**src/common/rt_record_consts.svh**
```systemverilog
`ifndef RT_RECORD_CONSTS_SVH
`define RT_RECORD_CONSTS_SVH
`define REG_CTRL 4'h0
`define REG_STATUS 4'h4
`define REG_RECORD 4'h8
`define REG_INFO 4'hC
`define CTRL_BCAST 0
`define CTRL_CMD_WE 1
`define CTRL_REC_WE 2
`define CTRL_RESET 3'h7
`define RX_PREFIX 6'h00
`define TX_PREFIX 6'h1F
`define BCAST_ADDR 5'h1F
`define MODE_SA_LO 5'h00
`define MODE_SA_HI 5'h1F
`define CLK_MHZ 32'h0000_0064
`define MEM_TIMEOUT_NS 32'h0000_03E8
`define MEM_TIMEOUT_CYC ((`MEM_TIMEOUT_NS * `CLK_MHZ) / 32'h0000_03E8)
`endif

```
**src/common/rt_record_pkg.sv**
```systemverilog
`default_nettype none
package rt_record_pkg;
	typedef struct packed {
		logic [4:0] rt_addr;
		logic tx;
		logic [4:0] sub_addr;
		logic [4:0] count;
	} cmd_word_type;
	typedef struct packed {
		logic msg_err;
		logic echo_err_b;
		logic echo_err_a;
		logic illegal;
		logic line_code_err;
		logic parity_err;
		logic count_err;
		logic [4:0] word_count;
	} msg_result_type;
	typedef struct packed {
		logic [4:0] rt_addr;
		logic subsys;
		logic busy;
		logic flag;
	} strap_type;
	typedef enum logic [1:0] {OPER_CMD, OPER_DATA, OPER_REC} mem_oper_type;
	typedef enum logic {MEM_IDLE, MEM_BUSY} mem_state_type;
	typedef struct packed {
		strap_type strap1;
		strap_type strap2;
		logic [2:0] ctrl;
		cmd_word_type cmd;
		logic cmd_bus;
		logic cmd_bcast;
		logic msg_err;
		logic mem_fail;
		logic addr_latch;
		logic vec_latch;
		logic [6:0] vector;
		logic [15:0] status_word;
		logic [15:0] record;
		logic pend_cmd;
		logic pend_data;
		logic pend_rec;
		logic data_wr;
		logic [10:0] data_addr;
		logic [15:0] data_wdata;
		logic data_done;
		logic data_fail;
		logic [15:0] data_rdata;
		mem_state_type mstate;
		mem_oper_type oper;
		logic mem_req;
		logic mem_wr;
		logic [10:0] mem_addr;
		logic [15:0] mem_wdata;
		logic [7:0] timer;
		logic waitreq;
		logic [31:0] rdata;
	} state_type;
endpackage
`default_nettype wire

```
**src/rtl/rt_status_and_transfer_record.sv**
```systemverilog
// Design decisions made here: the Avalon-MM register port and the register offsets.
`timescale 1ns/10ps
`default_nettype none
`include "rt_record_consts.svh"
module rt_status_and_transfer_record (
	// clock, reset, enable
	input wire logic CORE_CLK_I,
	input wire logic RST_N_I,
	input wire logic CE_I,
	// avalon-mm slave
	input wire logic [3:0] AVS_ADDRESS_I,
	input wire logic AVS_READ_I,
	input wire logic AVS_WRITE_I,
	input wire logic [31:0] AVS_WRITEDATA_I,
	input wire logic [3:0] AVS_BYTEENABLE_I,
	output logic [31:0] AVS_READDATA_O,
	output logic AVS_WAITREQUEST_O,
	// terminal pins
	input wire logic [4:0] TERMINAL_ADDRESS_I,
	input wire logic SUBSYSTEM_FLAG_I,
	input wire logic TERMINAL_BUSY_I,
	input wire logic TERMINAL_FLAG_I,
	// protocol side
	input wire logic MSG_START_I,
	input wire logic [15:0] CMD_WORD_I,
	input wire logic CMD_BUS_I,
	input wire logic MSG_ERROR_I,
	input wire logic FLAG_INHIBIT_I,
	input wire logic MSG_END_I,
	input wire rt_record_pkg::msg_result_type MSG_RESULT_I,
	input wire logic DATA_REQ_I,
	input wire logic DATA_WR_I,
	input wire logic [10:0] DATA_ADDR_I,
	input wire logic [15:0] DATA_WDATA_I,
	output logic DATA_DONE_O,
	output logic DATA_FAIL_O,
	output logic [15:0] DATA_RDATA_O,
	output logic [15:0] STATUS_WORD_O,
	// backend memory
	output logic MEM_REQ_O,
	output logic MEM_WR_O,
	output logic [10:0] MEM_ADDR_O,
	output logic [15:0] MEM_WDATA_O,
	output logic [1:0] MEM_OPER_O,
	input wire logic MEM_ACK_I,
	input wire logic [15:0] MEM_RDATA_I,
	// mapper and vector hooks
	output logic [15:0] COMMAND_VALID_O,
	output logic ADDRESS_LATCH_STROBE_O,
	output logic VECTOR_LATCH_STROBE_O,
	output logic [6:0] VECTOR_O
);
	localparam logic [7:0] TIMEOUT_LAST =
		8'(`MEM_TIMEOUT_CYC - 32'h0000_0001);

	rt_record_pkg::state_type st;
	rt_record_pkg::state_type next_st;
	rt_record_pkg::cmd_word_type cin;
	rt_record_pkg::msg_result_type res;
	logic cmd_evt;
	logic rec_evt;
	logic take_cmd;
	logic take_data;
	logic take_rec;
	logic ack_now;
	logic fail_now;
	logic mode_sa;
	logic bus_req;
	logic [15:0] rec_word;
	logic [15:0] sw;
	logic [31:0] rd;

	assign cin = rt_record_pkg::cmd_word_type'(CMD_WORD_I);
	assign res = MSG_RESULT_I;

	always_comb begin
		mode_sa = (st.cmd.sub_addr == `MODE_SA_LO) ||
			(st.cmd.sub_addr == `MODE_SA_HI);
		// built from the latched command so late pulses cannot skew it
		rec_word = 16'h0000;
		rec_word[15] = 1'b1;
		rec_word[13] = st.cmd_bus;
		rec_word[12] = st.cmd_bcast;
		rec_word[11] = res.echo_err_b;
		rec_word[10] = res.echo_err_a;
		rec_word[9] = res.illegal;
		// a failure in this very cycle still reaches the record
		rec_word[8] = st.mem_fail | fail_now;
		rec_word[7] = res.line_code_err;
		rec_word[6] = res.parity_err;
		rec_word[5] = res.count_err;
		rec_word[14] = ~|rec_word[11:5];
		// count wraps: 0 means 32 words unless count error
		rec_word[4:0] = mode_sa ? st.cmd.count :
			res.word_count;
	end

	always_comb begin
		sw = 16'h0000;
		sw[15:11] = st.strap2.rt_addr;
		sw[10] = st.msg_err | MSG_ERROR_I;
		sw[8] = st.strap2.subsys;
		sw[4] = st.cmd_bcast;
		sw[3] = st.strap2.busy;
		sw[2] = st.strap2.subsys;
		sw[0] = st.strap2.flag & ~FLAG_INHIBIT_I;
		// bits 9, 7:5 and 1 stay zero: never a bus controller
	end

	always_comb begin
		rd = 32'h0000_0000;
		case (AVS_ADDRESS_I)
			`REG_CTRL: rd[2:0] = st.ctrl;
			`REG_STATUS: rd[15:0] = st.status_word;
			`REG_RECORD: rd[15:0] = st.record;
			`REG_INFO: begin
				rd[6:0] = st.vector;
				rd[8] = st.pend_cmd;
				rd[9] = st.pend_data;
				rd[10] = st.pend_rec;
				rd[11] = st.mstate == rt_record_pkg::MEM_BUSY;
				rd[12] = st.mem_fail;
			end
			default: rd = 32'h0000_0000;
		endcase
	end

	always_comb begin
		next_st = st;
		next_st.addr_latch = 1'b0;
		next_st.vec_latch = 1'b0;
		next_st.data_done = 1'b0;
		next_st.strap1 = {TERMINAL_ADDRESS_I, SUBSYSTEM_FLAG_I,
			TERMINAL_BUSY_I, TERMINAL_FLAG_I};
		next_st.strap2 = st.strap1;
		next_st.status_word = sw;

		// avalon: one wait cycle, answer in the next
		bus_req = AVS_READ_I | AVS_WRITE_I;
		next_st.waitreq = ~(bus_req & st.waitreq);
		if (bus_req & st.waitreq) begin
			next_st.rdata = AVS_READ_I ? rd : 32'h0000_0000;
		end
		if (AVS_WRITE_I && !st.waitreq && AVS_BYTEENABLE_I[0] &&
			AVS_ADDRESS_I == `REG_CTRL) begin
			next_st.ctrl = AVS_WRITEDATA_I[2:0];
		end

		// command capture at transfer start
		if (MSG_START_I) begin
			next_st.cmd = cin;
			next_st.cmd_bus = CMD_BUS_I;
			next_st.cmd_bcast = st.ctrl[`CTRL_BCAST] &&
				cin.rt_addr == `BCAST_ADDR;
			next_st.msg_err = 1'b0;
			next_st.mem_fail = 1'b0;
			next_st.addr_latch = 1'b1;
		end
		if (MSG_ERROR_I) begin
			next_st.msg_err = 1'b1;
		end

		// memory sequencer
		cmd_evt = MSG_START_I & st.ctrl[`CTRL_CMD_WE];
		rec_evt = MSG_END_I & st.ctrl[`CTRL_REC_WE];
		take_cmd = 1'b0;
		take_data = 1'b0;
		take_rec = 1'b0;
		ack_now = 1'b0;
		fail_now = 1'b0;
		case (st.mstate)
			rt_record_pkg::MEM_IDLE: begin
				// command first so a transmit fetch follows it
				if (st.pend_cmd) begin
					take_cmd = 1'b1;
					next_st.oper = rt_record_pkg::OPER_CMD;
					next_st.mem_wr = 1'b1;
					next_st.mem_addr = {st.cmd.tx ? `TX_PREFIX :
						`RX_PREFIX, st.cmd.sub_addr};
					next_st.mem_wdata = st.cmd;
				end else if (st.pend_data) begin
					take_data = 1'b1;
					next_st.oper = rt_record_pkg::OPER_DATA;
					next_st.mem_wr = st.data_wr;
					next_st.mem_addr = st.data_addr;
					next_st.mem_wdata = st.data_wdata;
				end else if (st.pend_rec) begin
					take_rec = 1'b1;
					next_st.oper = rt_record_pkg::OPER_REC;
					next_st.mem_wr = 1'b1;
					next_st.mem_addr = {st.cmd.tx ? `TX_PREFIX :
						`RX_PREFIX, st.cmd.sub_addr};
					next_st.mem_wdata = st.record;
				end
				if (take_cmd | take_data | take_rec) begin
					next_st.mem_req = 1'b1;
					next_st.timer = 8'h00;
					next_st.mstate = rt_record_pkg::MEM_BUSY;
				end
			end
			rt_record_pkg::MEM_BUSY: begin
				if (MEM_ACK_I) begin
					ack_now = 1'b1;
				end else if (st.timer == TIMEOUT_LAST) begin
					// abort keeps each slot at 1 us
					fail_now = 1'b1;
				end else begin
					next_st.timer = st.timer + 8'h01;
				end
				if (ack_now | fail_now) begin
					next_st.mem_req = 1'b0;
					next_st.mstate = rt_record_pkg::MEM_IDLE;
					if (st.oper == rt_record_pkg::OPER_DATA) begin
						next_st.data_done = 1'b1;
						next_st.data_fail = fail_now;
						next_st.data_rdata = MEM_RDATA_I;
					end
				end
			end
			default: begin
				next_st.mem_req = 1'b0;
				next_st.mstate = rt_record_pkg::MEM_IDLE;
			end
		endcase
		if (fail_now) begin
			next_st.mem_fail = 1'b1;
		end

		// new event wins over the slot being taken
		next_st.pend_cmd = (st.pend_cmd & ~take_cmd) | cmd_evt;
		next_st.pend_rec = (st.pend_rec & ~take_rec) | rec_evt;
		next_st.pend_data = (st.pend_data & ~take_data) | DATA_REQ_I;
		if (DATA_REQ_I) begin
			next_st.data_wr = DATA_WR_I;
			next_st.data_addr = DATA_ADDR_I;
			next_st.data_wdata = DATA_WDATA_I;
		end

		// transfer end: record and vector
		if (MSG_END_I) begin
			// last data then record, two 1 us slots
			next_st.record = rec_word;
			// spare top bit left zero for an external vector extension
			next_st.vector = {1'h0, st.cmd.tx,
				st.cmd.sub_addr};
			next_st.vec_latch = 1'b1;
		end
	end

	always_ff @(posedge CORE_CLK_I) begin
		if (!RST_N_I) begin
			st <= '0;
			st.ctrl <= `CTRL_RESET;
			st.waitreq <= 1'b1;
		end else if (CE_I) begin
			st <= next_st;
		end
	end

	assign AVS_READDATA_O = st.rdata;
	assign AVS_WAITREQUEST_O = st.waitreq;
	assign DATA_DONE_O = st.data_done;
	assign DATA_FAIL_O = st.data_fail;
	assign DATA_RDATA_O = st.data_rdata;
	assign STATUS_WORD_O = st.status_word;
	assign MEM_REQ_O = st.mem_req;
	assign MEM_WR_O = st.mem_wr;
	assign MEM_ADDR_O = st.mem_addr;
	assign MEM_WDATA_O = st.mem_wdata;
	assign MEM_OPER_O = st.oper;
	assign COMMAND_VALID_O = st.cmd;
	assign ADDRESS_LATCH_STROBE_O = st.addr_latch;
	assign VECTOR_LATCH_STROBE_O = st.vec_latch;
	assign VECTOR_O = st.vector;
endmodule
`default_nettype wire

```
**config.mk**
```make
export PLATFORM = sky130hd
export DESIGN_NAME = rt_status_and_transfer_record
export DESIGN_NICKNAME = d
export VERILOG_FILES = /design/src/common/rt_record_pkg.sv /design/src/rtl/rt_status_and_transfer_record.sv
export VERILOG_INCLUDE_DIRS = /design/src /design/src/common
export SDC_FILE = /design/constraint.sdc
export NUM_CORES = 1
export LEC_CHECK = 0
export BUFFER_PORTS_ARGS = -buffer_cell sky130_fd_sc_hd__buf_2
export CORE_MARGIN = 1.5
export CORE_UTILIZATION = 47
export DETAILED_ROUTE_END_ITERATION = 8
export PLACE_DENSITY = 0.88
export SYNTH_ARGS = -nofsm -noshare
export SYNTH_HDL_FRONTEND = slang
export SYNTH_SLANG_ARGS = --single-unit
```
**constraint.sdc**
```tcl
create_clock -name CORE_CLK_I -period 1.58 [get_ports CORE_CLK_I]
set_clock_uncertainty 0.1 [all_clocks]
set_input_delay 0.316 -clock CORE_CLK_I [delete_from_list [all_inputs] [get_ports CORE_CLK_I]]
set_output_delay 0.316 -clock CORE_CLK_I [all_outputs]
set_load 0.005 [all_outputs]
```
==> qor.txt <==
complex-gate fraction of the synthesized area: 17.16%
leakage: 4.631 nW
CP arrival: 1.97 ns
# rows: 49
non-filler cells, final: 1,361
Max FO, Critical Path: 4
most used cell, CP: buf_4
CP top delay family: simple AND/OR/NAND/NOR gates
largest net degree at the start of global routing: 92
Die ar.: 19,130 µm²
Multi-input gate area: 4013 µm²
H-Tree Depth: 4
Worst-path clk slew: 0.07 ns
CP max stage cell: or4_1
met3 WL: 1.604 mm
met2 wire len: 12.35 mm
Top FF cell, synth: dfxtp_1
dpl hpwl: 16.49 mm
synthesized area per cell: 8.772 µm²
outcome: finished, violations left
DR WL/cell: 18.53 µm
main combinational cell family by area after synthesis: simple AND/OR/NAND/NOR gates
mux contribution to synthesized area: 8.840%
Pwr Total: 10.64 mW
Buf/Inv on CP: 2
worst skew pair latency: 0.44 ns
fin nets: 1,251
Critical Path, Cell by Cell: ha_4, nand4b_1, buf_4, nor4b_4, buf_4, or4_1, a21boi_1
Synth Area in Adders: 0.1454%
Cell variety after synth: 56
Synth Area in XOR/XNOR: 0%
placed cell count: 1,306
Final Hold Vio Count: 0
Routed Antenna Nets: 0
Max-cap violations: 0
fin crit period: 1.701 ns
max-slew headroom at the worst pin: 64.08%
core area: 17,960 µm²
Synth Area in Simple Gates: 17.93%
storage element area: 3603 µm²
reg2reg setup slack: -0.12 ns
Seq/Total Area, Yosys: 41.64%
Final Wtd Congestion: 0.8110
area delta synth->final: 22.61%
unrepaired setup endpoints after global routing: yes
Synth Warn #: 0
Worst path max stage delay: 0.40 ns
worst vdd ir: 0.0008630 V
final worst path period share: 107.7%
Req. time, crit path: 1.85 ns
async set-reset flop share out of synthesis: 0%
Clock Tree Buf Depth: 2
Worst Hold Class: in -> reg
Root Driver: clkbuf_16
Synth Instances: 981
port bufs: 199
violation count after the first detailed-route iteration: 754
final slew viol count: 0
first-pass GRT wire length: 36.54 mm
DIE WIDTH: 138.3 µm
register bit count reported by yosys: 179
commonest cells after routing, fill and taps aside: buf_2 (198), nand2_1 (189), dfxtp_1 (169), a21boi_0 (67), mux2i_1 (60)
CP startpoint kind: register
share of cells above drive strength 1: 32.18%
Num CTS Buffers: 17
Achievable Freq: 0.5879 GHz
met1 wire length: 10.45 mm
die height: 138.3 µm
via count of the routed design: 7,535
final wirelength: 25.22 mm
power density over the cells: 1008 nW/µm²
DR pass1 iterations: 5
crit path capture type: register
worst hold slack: 0.01038 ns
Worst-Margin Slew: 0.5370 ns
commonest non-fill, non-tap cell in the layout: buf_2
vias per inst: 5.536
failing checks: setup timing
antenna violations before repair: 1
clk sinks: 179
uppermost layer routed: met4
# setup viols final: 23
gr usage total: 23.86%
Fill cells: 1,478
setup ws final: -0.1209 ns
total grt overflow: 0
CTS tree: done
Initial Util: 47.91%
Crit Path Class: reg -> reg
Post-synth EDFFs: 0
Ports: 255
vias in the first global route: 6,917
remaining routing DRC violations: 0
mapped cell area: 8606 µm²
==> sequential cells by signal, indices dropped and copies added (netlist names), 2 cells and up <==
register,count
st,62
AVS_READDATA_O,16
COMMAND_VALID_O,16
DATA_RDATA_O,16
MEM_WDATA_O,16
next_st,16
MEM_ADDR_O,11
STATUS_WORD_O,10
VECTOR_O,6
MEM_OPER_O,2
==> per-layer routing <==
layer | track usage (%) | vias up
met5 | 0 | -
met4 | 9.252 | 0
met3 | 4.364 | 52
met2 | 39.72 | 383
met1 | 30.76 | 3607
li1 | - | 3493
==> stage by stage <==
| stage | util [%] | TNS [ns] | instance area (µm²) | setup slack, ns |
|---|---|---|---|---|
| detailed placement | 52.50 | -7.982 | 9432 | -0.3616 |
| global route | 58.74 | -2.497 | 10550 | -0.1819 |
| CTS | 56.94 | -1.391 | 10230 | -0.1036 |
| finish | 58.74 | -0.7592 | 10550 | -0.1209 |
| floorplan | - | 0 | 8692 | 0.01067 |
| global placement | 52.50 | -5.255 | 9432 | -0.3798 |
==> cell usage after synthesis, drive strengths merged, types with 5 or more instances <==
cell type / count / share of area, %
nor3: 6 / 0.35
nor2b: 49 / 3.6
nor2: 11 / 0.48
o211a: 10 / 1.2
a21boi: 96 / 8.4
mux2i: 61 / 7.1
nand2b: 5 / 0.36
a22o: 6 / 0.61
a32oi: 7 / 0.71
nand4: 20 / 1.5
a22oi: 14 / 1.2
o21ai: 48 / 2.8
nand3: 9 / 0.52
nand4b: 6 / 0.61
and2: 7 / 0.51
mux2: 9 / 1.2
dfxtp: 179 / 42
a21oi: 16 / 0.93
clkbuf: 42 / 1.8
buf: 149 / 12
nand2: 191 / 8.4
==> final cells by class <==
| class | instances | area share, % |
|---|---|---|
| Multi-Input combinational cell | 628 | 38.03 |
| Sequential cell | 179 | 34.15 |
| Timing Repair Buffer | 288 | 19.07 |
| Clock buffer | 17 | 4.032 |
| Tap cell | 229 | 2.716 |
| Clock inverter | 15 | 1.838 |
| Inverter | 4 | 0.1423 |
| Antenna cell | 1 | 0.02372 |
==> cell families (layout without fill, tap and decap cells) <==
group / count (synthesis) / count (layout)
simple gates: 322 / 322
compound gates: 211 / 211
buf+inv: 195 / 324
flops: 179 / 179
mux: 72 / 72
fa+ha+maj: 1 / 1
other cells: 1 / 23
==> worst paths after layout <==
kind	cells past startpoint	to	from
max	7	st[136]$_SDFFE_PN0P_	st[33]$_SDFFE_PN0P_
min	3	st[183]$_SDFFE_PN1P_	AVS_WRITEDATA_I[0]
max reg2reg	7	st[136]$_SDFFE_PN0P_	st[33]$_SDFFE_PN0P_
min reg2reg	2	MEM_WDATA_O[4]$_SDFFE_PN0P_	MEM_WDATA_O[4]$_SDFFE_PN0P_
==> repair_timing <==
item	in CTS	in global routing
gates resized for setup	24	34
hold endpoints to repair	1	0
endpoints found under the setup margin	60	59
setup buffers	4	11
pin swaps	11	10
hold buffers	1	0
cloned	2	6
==> power breakdown <==
group / leakage [nW] / internal [mW] / switching, mW
Combinational: 2.86 / 0.648 / 0.668
Sequential: 1.46 / 4.67 / 0.135
Clock: 0.306 / 2.54 / 1.98
Total: 4.63 / 7.85 / 2.78
==> tightest hold or removal path: cells and delay by family <==
| family | cells | cell delay, ns |
|---|---|---|
| buffers and inverters | 1 | 0.07 |
| multiplexers | 1 | 0.06 |
| AND/OR/NAND/NOR | 1 | 0.07 |
Note: power is estimated with default switching activity, not from simulation.
